===== src/common/asb_defs.svh =====
// Purpose: Offsets, field positions, reset values and timing counts of the serial buffer engine.
// Assumes: Included by bare name from the transfer engine design file and the testbench.
// Notes: Definitions only; no logic lives here.
`ifndef ASB_DEFS_SVH
`define ASB_DEFS_SVH
`define ASB_OFS_MODE 8'h00
`define ASB_OFS_ACTRL 8'h04
`define ASB_OFS_GAP 8'h08
`define ASB_OFS_PTR 8'h0C
`define ASB_OFS_SHIFT 8'h10
`define ASB_OFS_STAT 8'h14
`define ASB_RAM_SEL_BIT 7
`define ASB_MODE_ON_BIT 7
`define ASB_MODE_AUTO_BIT 5
`define ASB_MODE_MST_BIT 0
`define ASB_MODE_WMASK 8'hA1
`define ASB_ACTRL_RX_BIT 7
`define ASB_ACTRL_BUSY_BIT 3
`define ASB_ACTRL_WMASK 8'hC3
`define ASB_GAP_WMASK 8'h9F
`define ASB_RESET_VAL 8'h00
`define ASB_FIN_HALVES 7'h04
`define ASB_GAP_ZERO_HALVES 7'h04
`define ASB_GAP_ADD_HALVES 7'h02
`define ASB_LAST_BIT 3'h7
`define ASB_PCLK_NS 20
`define ASB_SCK_NS 800
`define ASB_SCK_HALF_CYC ((`ASB_SCK_NS / 2 + `ASB_PCLK_NS - 1) / `ASB_PCLK_NS)
`endif


===== src/common/asb_pkg.sv =====
// Purpose: Shared types of the serial buffer engine.
// Assumes: Constants come from asb_defs.svh.
// Notes: Types only.
package asb_pkg;
  typedef logic [7:0] apb_addr_t;
  typedef logic [7:0] byte_t;
  typedef enum logic [2:0] {
    ST_IDLE = 3'b000,
    ST_LOAD = 3'b001,
    ST_FETCH = 3'b010,
    ST_GAP = 3'b011,
    ST_SHIFT = 3'b100,
    ST_STORE = 3'b101,
    ST_FINISH = 3'b110
  } eng_state_t;
endpackage : asb_pkg


===== src/common/ram_port_if.sv =====
// Purpose: Carries the engine and CPU access paths to the buffer RAM.
// Assumes: One clock; the RAM answers reads one cycle after the request.
// Notes: The engine port always wins; the CPU port waits for its grant.
`timescale 1ns/1ns
`default_nettype none
interface ram_port_if #(parameter int unsigned AW = 5);
  logic eng_req;
  logic eng_we;
  logic [AW-1:0] eng_addr;
  logic [7:0] eng_wdata;
  logic cpu_req;
  logic cpu_we;
  logic [AW-1:0] cpu_addr;
  logic [7:0] cpu_wdata;
  logic cpu_gnt;
  logic [7:0] rdata;
  modport mem (input eng_req, eng_we, eng_addr, eng_wdata, cpu_req, cpu_we, cpu_addr, cpu_wdata,
    output cpu_gnt, rdata);
  modport user (output eng_req, eng_we, eng_addr, eng_wdata, cpu_req, cpu_we, cpu_addr, cpu_wdata,
    input cpu_gnt, rdata);
endinterface : ram_port_if
`default_nettype wire


===== src/design/buffer_ram.sv =====
// Purpose: Byte-wide buffer RAM shared by the transfer engine and the CPU.
// Assumes: Synchronous read with one cycle of latency.
// Notes: The engine has priority, so a CPU access can be stretched while a byte is stored or fetched.
`timescale 1ns/1ns
`default_nettype none
module buffer_ram #(
  parameter int unsigned DEPTH = 32,
  parameter int unsigned AW = 5
) (
  input wire logic pclk, // System clock.
  ram_port_if.mem port // Engine and CPU access paths.
);
  logic [7:0] mem_q [DEPTH]; // Storage array, no reset needed.
  logic [7:0] rdata_q; // Registered read data.

  // The CPU is granted only when the engine leaves the RAM free.
  assign port.cpu_gnt = port.cpu_req & ~port.eng_req;
  assign port.rdata = rdata_q;

  // One access per cycle; the engine takes precedence over the CPU.
  always_ff @(posedge pclk) begin
    if (port.eng_req) begin
      if (port.eng_we) begin
        mem_q[port.eng_addr] <= port.eng_wdata;
      end
      rdata_q <= mem_q[port.eng_addr];
    end else if (port.cpu_req) begin
      if (port.cpu_we) begin
        mem_q[port.cpu_addr] <= port.cpu_wdata;
      end
      rdata_q <= mem_q[port.cpu_addr];
    end
  end
endmodule : buffer_ram
`default_nettype wire


===== src/design/auto_serial_buffer_transfer.sv =====
// Purpose: Automatic multi-byte transfer between a 32-byte buffer RAM and a 3-wire serial link.
// Assumes: APB slave on pclk; the serial clock is either generated here or sampled from the pin.
// Notes: Repeat mode, suspend and busy handshaking are not implemented; the wait pin is a plain input.
//
// Chosen here: the register addresses and register access over APB.
`timescale 1ns/1ns
`default_nettype none
`include "asb_defs.svh"

// Behaviour
// RQ1: Inter-byte gap follows the interval field.
// RQ2: Software leaves interval alone while running.
// RQ3: Software writes zero to interval bits five, six.
// RQ4: Wait pin never stalls interval-timed transfers.
// RQ5: Bytes sit upward from RAM base, first highest.
// RQ6: Software loads pointer with count minus one.
// RQ7: Software enables, selects receive, then writes shifter.
// RQ8: Shifter write only starts; data discarded.
// RQ9: Send RAM byte at pointer, store reply there.
// RQ10: Decrement pointer; stop after byte zero.
// RQ11: Clear busy flag when the sequence ends.
// RQ12: Master ends two clocks after last byte.
// RQ13: Slave ends on next rising serial clock.
// RQ14: Acknowledge clears the interrupt flag.
// RQ15: Wait pin free when handshaking unused.
// RQ16: Without receive, transmit only, store nothing.
// RQ17: Data output low while busy flag clear.
// RQ18: RAM access gap follows every byte.
// RQ19: Software keeps repeat bit zero.
// RQ20: Store reply, decrement, then load next byte.
// RQ21: Five-bit pointer holds while idle.
module auto_serial_buffer_transfer #(
  parameter int unsigned SCK_HALF_CYC = `ASB_SCK_HALF_CYC, // Master serial clock half period in pclk cycles.
  parameter int unsigned RAM_DEPTH = 32 // Buffer RAM size in bytes.
) (
  input wire logic pclk, // System clock.
  input wire logic presetn, // Asynchronous reset, active low.
  input wire logic psel, // APB select.
  input wire logic penable, // APB enable.
  input wire logic pwrite, // APB direction, high for write.
  input wire asb_pkg::apb_addr_t paddr, // APB byte address.
  input wire logic [31:0] pwdata, // APB write data.
  output logic [31:0] prdata, // APB read data.
  output logic pready, // APB ready.
  output logic pslverr, // APB error for unmapped addresses.
  input wire logic sck_in, // Serial clock pin input.
  output logic sck_out, // Serial clock pin output.
  output logic sck_oe, // Serial clock pin output enable.
  input wire logic ser_in_pin, // Serial data input pin.
  output logic ser_out_pin, // Serial data output pin.
  output logic ser_out_oe, // Serial data output enable.
  input wire logic wait_in_pin, // Remote busy input, read as a port pin.
  input wire logic irq_ack, // Interrupt acknowledge pulse.
  output logic serial_irq_flag // Completion interrupt flag.
);
  import asb_pkg::*;

  localparam int unsigned AW = $clog2(RAM_DEPTH); // Pointer width.
  localparam logic [7:0] HALF_M1 = 8'(SCK_HALF_CYC - 1); // Divider reload value.

  // Software-visible registers.
  byte_t serial_mode_reg_q; // Enable, auto mode and clock master bits.
  byte_t auto_ctrl_reg_q; // Receive, repeat and busy option bits.
  byte_t xfer_gap_reg_q; // Interval field in the low five bits.
  logic [AW-1:0] buf_pointer_q; // Down-counting RAM pointer.
  logic xfer_busy_flag_q; // Automatic sequence running.
  logic serial_irq_flag_q; // Completion flag.

  // APB slave state.
  logic [31:0] prdata_q; // Registered read data.
  logic pready_q; // Registered ready.
  logic pslverr_q; // Registered error.
  logic ram_got_q; // CPU RAM access granted, data due.

  // Engine state.
  eng_state_t state_q; // Sequencer state.
  byte_t shift_reg_q; // Serial shift register.
  logic in_bit_q; // Last bit sampled on a rising edge.
  logic [2:0] bit_cnt_q; // Rising edges seen in this byte.
  logic first_q; // Next fetched byte is the first one.
  logic [6:0] gap_cnt_q; // Half periods still to wait.
  logic [7:0] div_q; // Half period divider.
  logic sck_q; // Generated serial clock.
  logic ser_out_q; // Data output level.
  logic sck_oe_q; // Clock drive enable.
  logic ser_oe_q; // Data drive enable.

  // Pin synchronisers; the first stage feeds only the second.
  logic sck_s1_q, sck_s2_q, sck_s3_q; // Clock pin and edge history.
  logic sin_s1_q, sin_s2_q; // Data input pin.
  logic wait_s1_q, wait_s2_q; // Wait pin.

  ram_port_if #(.AW(AW)) ram (); // Buffer RAM access paths.

  buffer_ram #(.DEPTH(RAM_DEPTH), .AW(AW)) u_ram (
    .pclk(pclk),
    .port(ram.mem)
  );

  // Gap length in half periods, less the one spent starting the byte.
  function automatic logic [6:0] gap_halves(input logic [4:0] n);
    logic [6:0] h;
    h = {1'b0, n, 1'b0} + `ASB_GAP_ADD_HALVES;
    return (n == 5'h00) ? `ASB_GAP_ZERO_HALVES : h;
  endfunction : gap_halves

  // Decode helpers.
  logic acc; // APB access phase.
  logic is_ram; // Address falls in the RAM window.
  logic known; // Address is mapped.
  logic wr; // Register write takes effect this edge.
  logic start; // Trigger from a shifter write.
  logic master; // Serial clock generated here.
  logic rx_on; // Receive enabled.
  logic half_tick; // Master half period strobe.
  logic rise_ev; // Serial clock rising edge in a byte.
  logic fall_ev; // Serial clock falling edge in a byte.
  logic s_rise; // External clock rising edge.
  logic s_fall; // External clock falling edge.
  logic last_rise; // Eighth rising edge of a byte.
  byte_t reg_rd; // Register read mux.
  byte_t rx_byte; // Completed received byte.

  always_comb begin
    acc = psel & penable;
    is_ram = paddr[`ASB_RAM_SEL_BIT];
    known = is_ram | (paddr == `ASB_OFS_MODE) | (paddr == `ASB_OFS_ACTRL) | (paddr == `ASB_OFS_GAP)
      | (paddr == `ASB_OFS_PTR) | (paddr == `ASB_OFS_SHIFT) | (paddr == `ASB_OFS_STAT);
    wr = acc & pready_q & pwrite & ~is_ram;
    master = serial_mode_reg_q[`ASB_MODE_MST_BIT];
    rx_on = auto_ctrl_reg_q[`ASB_ACTRL_RX_BIT];
    start = wr & (paddr == `ASB_OFS_SHIFT) & serial_mode_reg_q[`ASB_MODE_ON_BIT]
      & serial_mode_reg_q[`ASB_MODE_AUTO_BIT] & ~xfer_busy_flag_q; // RQ8
    half_tick = xfer_busy_flag_q & (div_q == 8'h00);
    s_rise = sck_s2_q & ~sck_s3_q;
    s_fall = ~sck_s2_q & sck_s3_q;
    rise_ev = (state_q == ST_SHIFT) & (master ? (half_tick & ~sck_q) : s_rise);
    fall_ev = (state_q == ST_SHIFT) & (master ? (half_tick & sck_q) : s_fall);
    last_rise = rise_ev & (bit_cnt_q == `ASB_LAST_BIT);
    rx_byte = {shift_reg_q[6:0], in_bit_q};
  end

  // Register read mux; reserved bits read as zero.
  always_comb begin
    reg_rd = `ASB_RESET_VAL;
    case (paddr)
      `ASB_OFS_MODE: reg_rd = serial_mode_reg_q;
      `ASB_OFS_ACTRL: begin
        reg_rd = auto_ctrl_reg_q;
        reg_rd[`ASB_ACTRL_BUSY_BIT] = xfer_busy_flag_q;
      end
      `ASB_OFS_GAP: reg_rd = xfer_gap_reg_q;
      `ASB_OFS_PTR: reg_rd = 8'(buf_pointer_q);
      `ASB_OFS_SHIFT: reg_rd = shift_reg_q;
      `ASB_OFS_STAT: reg_rd = {5'h00, sin_s2_q, wait_s2_q, serial_irq_flag_q}; // RQ15 RQ16
      default: reg_rd = `ASB_RESET_VAL;
    endcase
  end

  // RAM ports: the engine reads while loading and, with receive on, writes while storing.
  always_comb begin
    ram.eng_req = (state_q == ST_LOAD) | ((state_q == ST_STORE) & rx_on); // RQ9 RQ16
    ram.eng_we = (state_q == ST_STORE);
    ram.eng_addr = buf_pointer_q; // RQ9
    ram.eng_wdata = rx_byte;
    ram.cpu_req = acc & is_ram & ~pready_q & ~ram_got_q;
    ram.cpu_we = pwrite;
    ram.cpu_addr = paddr[AW+1:2];
    ram.cpu_wdata = pwdata[7:0];
  end

  // Synchronise every pin before use.
  always_ff @(posedge pclk or negedge presetn) begin
    if (!presetn) begin
      sck_s1_q <= 1'b1;
      sck_s2_q <= 1'b1;
      sck_s3_q <= 1'b1;
      sin_s1_q <= 1'b0;
      sin_s2_q <= 1'b0;
      wait_s1_q <= 1'b0;
      wait_s2_q <= 1'b0;
    end else begin
      sck_s1_q <= sck_in;
      sck_s2_q <= sck_s1_q;
      sck_s3_q <= sck_s2_q;
      sin_s1_q <= ser_in_pin;
      sin_s2_q <= sin_s1_q;
      wait_s1_q <= wait_in_pin;
      wait_s2_q <= wait_s1_q;
    end
  end

  // APB answer: registers answer one cycle into the access phase, RAM two cycles after its grant.
  always_ff @(posedge pclk or negedge presetn) begin
    if (!presetn) begin
      pready_q <= 1'b0;
      pslverr_q <= 1'b0;
      prdata_q <= 32'h0000_0000;
      ram_got_q <= 1'b0;
    end else begin
      pready_q <= 1'b0;
      pslverr_q <= 1'b0;
      if (ram.cpu_gnt) begin
        ram_got_q <= 1'b1;
      end else if (pready_q) begin
        ram_got_q <= 1'b0;
      end
      if (acc & ~pready_q) begin
        if (!is_ram) begin
          pready_q <= 1'b1;
          pslverr_q <= ~known;
          prdata_q <= {24'h00_0000, reg_rd};
        end else if (ram_got_q) begin
          pready_q <= 1'b1;
          prdata_q <= {24'h00_0000, ram.rdata};
        end
      end
    end
  end

  // Control register writes; the written value goes in at the ready edge.
  always_ff @(posedge pclk or negedge presetn) begin
    if (!presetn) begin
      serial_mode_reg_q <= `ASB_RESET_VAL;
      auto_ctrl_reg_q <= `ASB_RESET_VAL;
      xfer_gap_reg_q <= `ASB_RESET_VAL;
    end else if (wr) begin
      if (paddr == `ASB_OFS_MODE) begin
        serial_mode_reg_q <= pwdata[7:0] & `ASB_MODE_WMASK;
      end
      if (paddr == `ASB_OFS_ACTRL) begin
        auto_ctrl_reg_q <= pwdata[7:0] & `ASB_ACTRL_WMASK;
      end
      // Bits five and six stay zero whatever is written.
      if (paddr == `ASB_OFS_GAP) begin
        xfer_gap_reg_q <= pwdata[7:0] & `ASB_GAP_WMASK;
      end
    end
  end

  // Pointer: software loads it only while idle, the engine counts it down.
  always_ff @(posedge pclk or negedge presetn) begin
    if (!presetn) begin
      buf_pointer_q <= '0;
    end else if (!xfer_busy_flag_q) begin
      if (wr & (paddr == `ASB_OFS_PTR)) begin
        buf_pointer_q <= pwdata[AW-1:0]; // RQ21
      end
    end else if ((state_q == ST_STORE) & (buf_pointer_q != '0)) begin
      buf_pointer_q <= buf_pointer_q - 1'b1; // RQ10 RQ20
    end
  end

  // Sequencer: fetch, shift, store, then wait out the gap.
  always_ff @(posedge pclk or negedge presetn) begin
    if (!presetn) begin
      state_q <= ST_IDLE;
      first_q <= 1'b0;
    end else begin
      case (state_q)
        ST_IDLE: begin
          if (start) begin
            state_q <= ST_LOAD;
            first_q <= 1'b1;
          end
        end
        ST_LOAD: state_q <= ST_FETCH; // RQ20
        ST_FETCH: begin
          first_q <= 1'b0;
          state_q <= first_q ? ST_SHIFT : ST_GAP; // RQ18
        end
        // Interval timing alone decides the restart; the wait pin is never consulted.
        ST_GAP: begin
          if (gap_cnt_q == 7'h00) begin
            state_q <= ST_SHIFT; // RQ1 RQ4
          end
        end
        ST_SHIFT: begin
          if (last_rise) begin
            state_q <= ST_STORE;
          end
        end
        ST_STORE: state_q <= (buf_pointer_q == '0) ? ST_FINISH : ST_LOAD; // RQ10 RQ20
        ST_FINISH: begin
          if (master ? (gap_cnt_q == 7'h00) : s_rise) begin
            state_q <= ST_IDLE; // RQ12 RQ13
          end
        end
        default: state_q <= ST_IDLE;
      endcase
    end
  end

  // Busy and interrupt flags; a completion in the acknowledge cycle wins.
  always_ff @(posedge pclk or negedge presetn) begin
    if (!presetn) begin
      xfer_busy_flag_q <= 1'b0;
      serial_irq_flag_q <= 1'b0;
    end else begin
      if (start) begin
        xfer_busy_flag_q <= 1'b1;
      end
      if ((state_q == ST_FINISH) & (master ? (gap_cnt_q == 7'h00) : s_rise)) begin
        xfer_busy_flag_q <= 1'b0; // RQ11 RQ12 RQ13
        serial_irq_flag_q <= 1'b1; // RQ12 RQ13
      end else if (irq_ack) begin
        serial_irq_flag_q <= 1'b0; // RQ14
      end
    end
  end

  // Gap counter: loaded at the last rising edge of a byte, counts master half periods.
  always_ff @(posedge pclk or negedge presetn) begin
    if (!presetn) begin
      gap_cnt_q <= 7'h00;
    end else if (last_rise) begin
      if (!master) begin
        gap_cnt_q <= 7'h00;
      end else if (buf_pointer_q == '0) begin
        gap_cnt_q <= `ASB_FIN_HALVES; // RQ12
      end else begin
        gap_cnt_q <= gap_halves(xfer_gap_reg_q[4:0]); // RQ1
      end
    end else if (half_tick & (gap_cnt_q != 7'h00)) begin
      gap_cnt_q <= gap_cnt_q - 7'h01;
    end
  end

  // Half period divider; it only runs during a sequence so each one starts in phase.
  always_ff @(posedge pclk or negedge presetn) begin
    if (!presetn) begin
      div_q <= 8'h00;
    end else if (!xfer_busy_flag_q || div_q == 8'h00) begin
      div_q <= HALF_M1;
    end else begin
      div_q <= div_q - 8'h01;
    end
  end

  // Generated serial clock idles high and toggles only while a byte shifts.
  always_ff @(posedge pclk or negedge presetn) begin
    if (!presetn) begin
      sck_q <= 1'b1;
      sck_oe_q <= 1'b0;
      ser_oe_q <= 1'b0;
    end else begin
      sck_oe_q <= master & serial_mode_reg_q[`ASB_MODE_ON_BIT];
      ser_oe_q <= serial_mode_reg_q[`ASB_MODE_ON_BIT];
      if (!master || state_q != ST_SHIFT) begin
        sck_q <= 1'b1;
      end else if (half_tick) begin
        sck_q <= ~sck_q;
      end
    end
  end

  // Shifter: load from RAM, drive on falling edges, sample on rising edges.
  always_ff @(posedge pclk or negedge presetn) begin
    if (!presetn) begin
      shift_reg_q <= `ASB_RESET_VAL;
      in_bit_q <= 1'b0;
      bit_cnt_q <= 3'h0;
      ser_out_q <= 1'b0;
    end else begin
      if (state_q == ST_FETCH) begin
        shift_reg_q <= ram.rdata; // RQ9
        bit_cnt_q <= 3'h0;
      end else if (state_q == ST_STORE) begin
        shift_reg_q <= rx_byte;
      end else if (rise_ev) begin
        in_bit_q <= sin_s2_q;
        bit_cnt_q <= bit_cnt_q + 3'h1;
      end else if (fall_ev & (bit_cnt_q != 3'h0)) begin
        shift_reg_q <= {shift_reg_q[6:0], in_bit_q};
      end
      // The line drops low in the very cycle the busy flag clears, so no stale last bit lingers.
      if (!xfer_busy_flag_q | ((state_q == ST_FINISH) & (master ? (gap_cnt_q == 7'h00) : s_rise))) begin
        ser_out_q <= 1'b0; // RQ17
      end else if (state_q == ST_FETCH) begin
        ser_out_q <= ram.rdata[7];
      end else if (fall_ev & (bit_cnt_q != 3'h0)) begin
        ser_out_q <= shift_reg_q[6];
      end
    end
  end

  // Outputs come straight from their flip-flops.
  assign prdata = prdata_q;
  assign pready = pready_q;
  assign pslverr = pslverr_q;
  assign sck_out = sck_q;
  assign sck_oe = sck_oe_q;
  assign ser_out_pin = ser_out_q;
  assign ser_out_oe = ser_oe_q;
  assign serial_irq_flag = serial_irq_flag_q;
endmodule : auto_serial_buffer_transfer
`default_nettype wire


===== config.mk =====
export PLATFORM = sky130hd
export DESIGN_NAME = auto_serial_buffer_transfer
export DESIGN_NICKNAME = d
export VERILOG_FILES = /design/src/common/asb_pkg.sv /design/src/common/ram_port_if.sv /design/src/design/buffer_ram.sv /design/src/design/auto_serial_buffer_transfer.sv
export VERILOG_INCLUDE_DIRS = /design/src /design/src/common
export SDC_FILE = /design/constraint.sdc
export NUM_CORES = 1
export LEC_CHECK = 0
export BUFFER_PORTS_ARGS = -buffer_cell sky130_fd_sc_hd__buf_2
export CORE_ASPECT_RATIO = 0.7
export CORE_MARGIN = 10
export CORE_UTILIZATION = 65
export DETAILED_ROUTE_END_ITERATION = 6
export HOLD_SLACK_MARGIN = 0.1
export PLACE_DENSITY_LB_ADDON = 0.05
export RECOVER_POWER = 50
export SYNTH_ARGS = -nofsm -noshare
export SYNTH_HDL_FRONTEND = slang
export SYNTH_SLANG_ARGS = --single-unit
export TNS_END_PERCENT = 50

===== constraint.sdc =====
create_clock -name pclk -period 6.6 [get_ports pclk]
set_input_delay 0.99 -clock pclk [delete_from_list [all_inputs] [get_ports pclk]]
set_output_delay 0.99 -clock pclk [all_outputs]
set_load 0.02 [all_outputs]

==> results.cfg <==
[status]
status = finished, violations left
violations = capacitance limit, slew limit

[cts]
postCtsSetupBuffers = 0
clkSinkCount = 337
cts-htree-levels = 1
ctsHoldBuffers = 0
cts_tree = built
clk_pin_slew_worst_paths_ns = 0.07
clock_latency_ns = 0.58
post_cts_resized = 0
cts_made_buffers = 31
clockBufferDepth = 3
clockRootBuffer = clkbuf_16

[pwr]
ir_drop_v = 0.000241
power.internal_w = 0.00327
switchingPower_w = 0.00102
p_sw_frac = 0.237
p_clk_frac = 0.386
seq_power_share = 0.541
p_total_w = 0.00429
p_leak_nw = 6.57
combPwrFrac = 0.072
power_density_nw_per_um2 = 242

[routing]
wl_per_cell_um = 29.8
ant_nets = 0
m1WireLength_mm = 18.7
route.met3.wl_mm = 6.16
firstDrtPassIters = 5
highest_layer = met5
vias_per_cell = 7.11
first_iter_violations = 1548
routed_wl_mm = 43.5
route.met2.wl_mm = 17.8
vias = 10400
route.detailed.drc = 0

[timing]
fmax_ghz = 0.222
tightest_slew_ns = 2.12
finalSetupTns_ns = 0
finalSetupViolations = 0
fin_skew_ns = 0.0145
fin_crit_ns = 4.51
rsz0062_at_grt = no
max_slew_margin = -0.414
slew_violations = 77
hold_viol = 0
post-route-period-util = 0.683

[worst_setup_path]
r2r-start = state_q[0]
cp-endpoint = u_ram.mem_q[31][1]
crit_buf_inv = 1
reg2reg_depth = 5
cpLargestDelayFamily = compound AO/OA/AOI/OAI gates
startpoint = state_q[0]
critPathRequiredTime_ns = 6.73
path_depth = 5
critPathSlowestCell = o2111ai_1
rrSetupSlack_ns = 2.09
cp.arrival_ns = 4.64
r2r_end = u_ram.mem_q[31][1]
path_max_fanout = 32
end_kind = register
cpPeakStageDelay_ns = 1.69
crit_chain = nand2b_1, o2111ai_1, nand2_1, o21ai_0, clkbuf_1
crit_type = reg -> reg
startpoint_type = register

[floorplanning]
die_h_um = 154
start_util = 0.668
pin_count = 88
die_x_um = 212
rows = 48
die_area_um2 = 32600
coreArea_um2 = 25000

[cells_and_area]
regArea_um2 = 9760
area_growth_pct = 5.95
mostFrequentLayoutCell = edfxtp_1
layout-drive-gt1-share = 0.198
fillers = 1658
fin_nets = 1174
antenna_cells = 0
final_cells = 1462
fin_util = 0.708
multiInputGateArea_um2 = 6260
final_cell_mix = edfxtp_1 (264), mux4_2 (107), nand2_1 (75)

[global_route]
grtUsageTotal = 0.268
grt_pass1_wl_mm = 65.0
grt_max_degree = 74
grt_overflow = 0
grt_pass1_vias = 9874
grt_antenna_before_repair = 0

[job]
cap_violations = 3

[synth]
yosys.area.top_type = edfxtp_1
synth_edf_count = 264
syn_inst = 1100
yosysTopAreaCellShare = 0.475
yosysWarnings = 0
yosysUniqueCellTypes = 84
synthTopCellsByArea = edfxtp_1 (47%), mux4_2 (14%), dfrtp_1 (10%)
syn_area_um2 = 16700
ys_ff_latch = 337
ys_seq_area_frac = 0.585
postSynth.asyncResetShare = 0.217
syn_avg_cell_area_um2 = 15.2
yosys_most_used_dff = edfxtp_1

[place]
hpwlAfterDp_mm = 29.2
dp_cells = 1406
gp_congestion = 0.947
port_buffers = 39

[hold_path]
min_path_cells = 0
hold_class = reg -> reg
## worst min path at each step
stage | endpoint | startpoint | slack (ns)
after floorplan | sin_s2_q | sin_s1_q | 0.33
after global placement | sin_s2_q | sin_s1_q | 0.33
after detailed placement | wait_s2_q | wait_s1_q | 0.34
after CTS | sin_s2_q | sin_s1_q | 0.35
after global routing | sin_s2_q | sin_s1_q | 0.36
final | wait_s2_q | wait_s1_q | 0.35
## power by group through the flow
stage,Sequential (W),Combinational [W],Clock (W)
6_report,0.00232,0.000310,0.00166
3_3_place_gp,0.00236,0.000308,0
2_1_floorplan,0.00238,0.000213,0
3_5_place_dp,0.00237,0.000312,0
5_1_grt,0.00232,0.000331,0.00175
4_1_cts,0.00232,0.000313,0.00166
## Yosys cell counts (all sizes together) (10+ instances only)
cell type,instances
dfrtp,69
and2,10
nand2,75
a211oi,16
ha,11
nor3,11
o21ai,26
a21oi,28
mux2,25
clkbuf,26
mux2i,67
mux4,110
nor2b,16
edfxtp,264
inv,18
a31oi,11
o22ai,17
buf,69
nand4,10
a22o,13
nor2,70
a22oi,25
## metal layers
metal  vias to the layer above  global-route usage
li1                       4353                   -
met1                      5306               0.412
met2                       651               0.354
met3                        82               0.102
met4                         2              0.0434
met5                         -              0.0172
## cell families (layout without fill, tap and decap cells)
logic type / Yosys count / count (layout) / synth area share
AOI/OAI and AO/OA: 180 / 180 / 0.0786
xor gates and xnor gates: 15 / 15 / 0.00787
other: 1 / 24 / 0.000225
adders and majority gates: 11 / 11 / 0.00824
and+or+nand+nor: 241 / 241 / 0.0738
muxes: 202 / 202 / 0.206
buffers and inverters: 113 / 127 / 0.0406
DFF: 337 / 337 / 0.585
## flip-flops by register name, indices dropped and copies added (netlist names), 5 cells and up
register / cells
gap_cnt_q: 7
xfer_gap_reg_q: 6
u_ram.mem_q: 256
prdata: 8
div_q: 8
buf_pointer_q: 5
shift_reg_q: 8
u_ram.port.rdata: 8
## layout make-up
class                      count  area share
multi-input combinational    673       0.354
inverter                      18     0.00382
tap                          325      0.0230
clock buffer                  38      0.0453
clock inverter                18     0.00594
sequential                   337       0.552
timing repair buffer          53      0.0156
## metrics by stage
step           area, µm²  hold WS, ns  worst slack, ns
3_3_place_gp       16900        0.332             2.62
4_1_cts            17800        0.351             3.20
2_1_floorplan      16800        0.331             3.18
5_1_grt            17700        0.357             1.86
6_report           17700        0.345             2.09
3_5_place_dp       16900        0.338             2.62
Note: power is estimated with default switching activity, not from simulation.
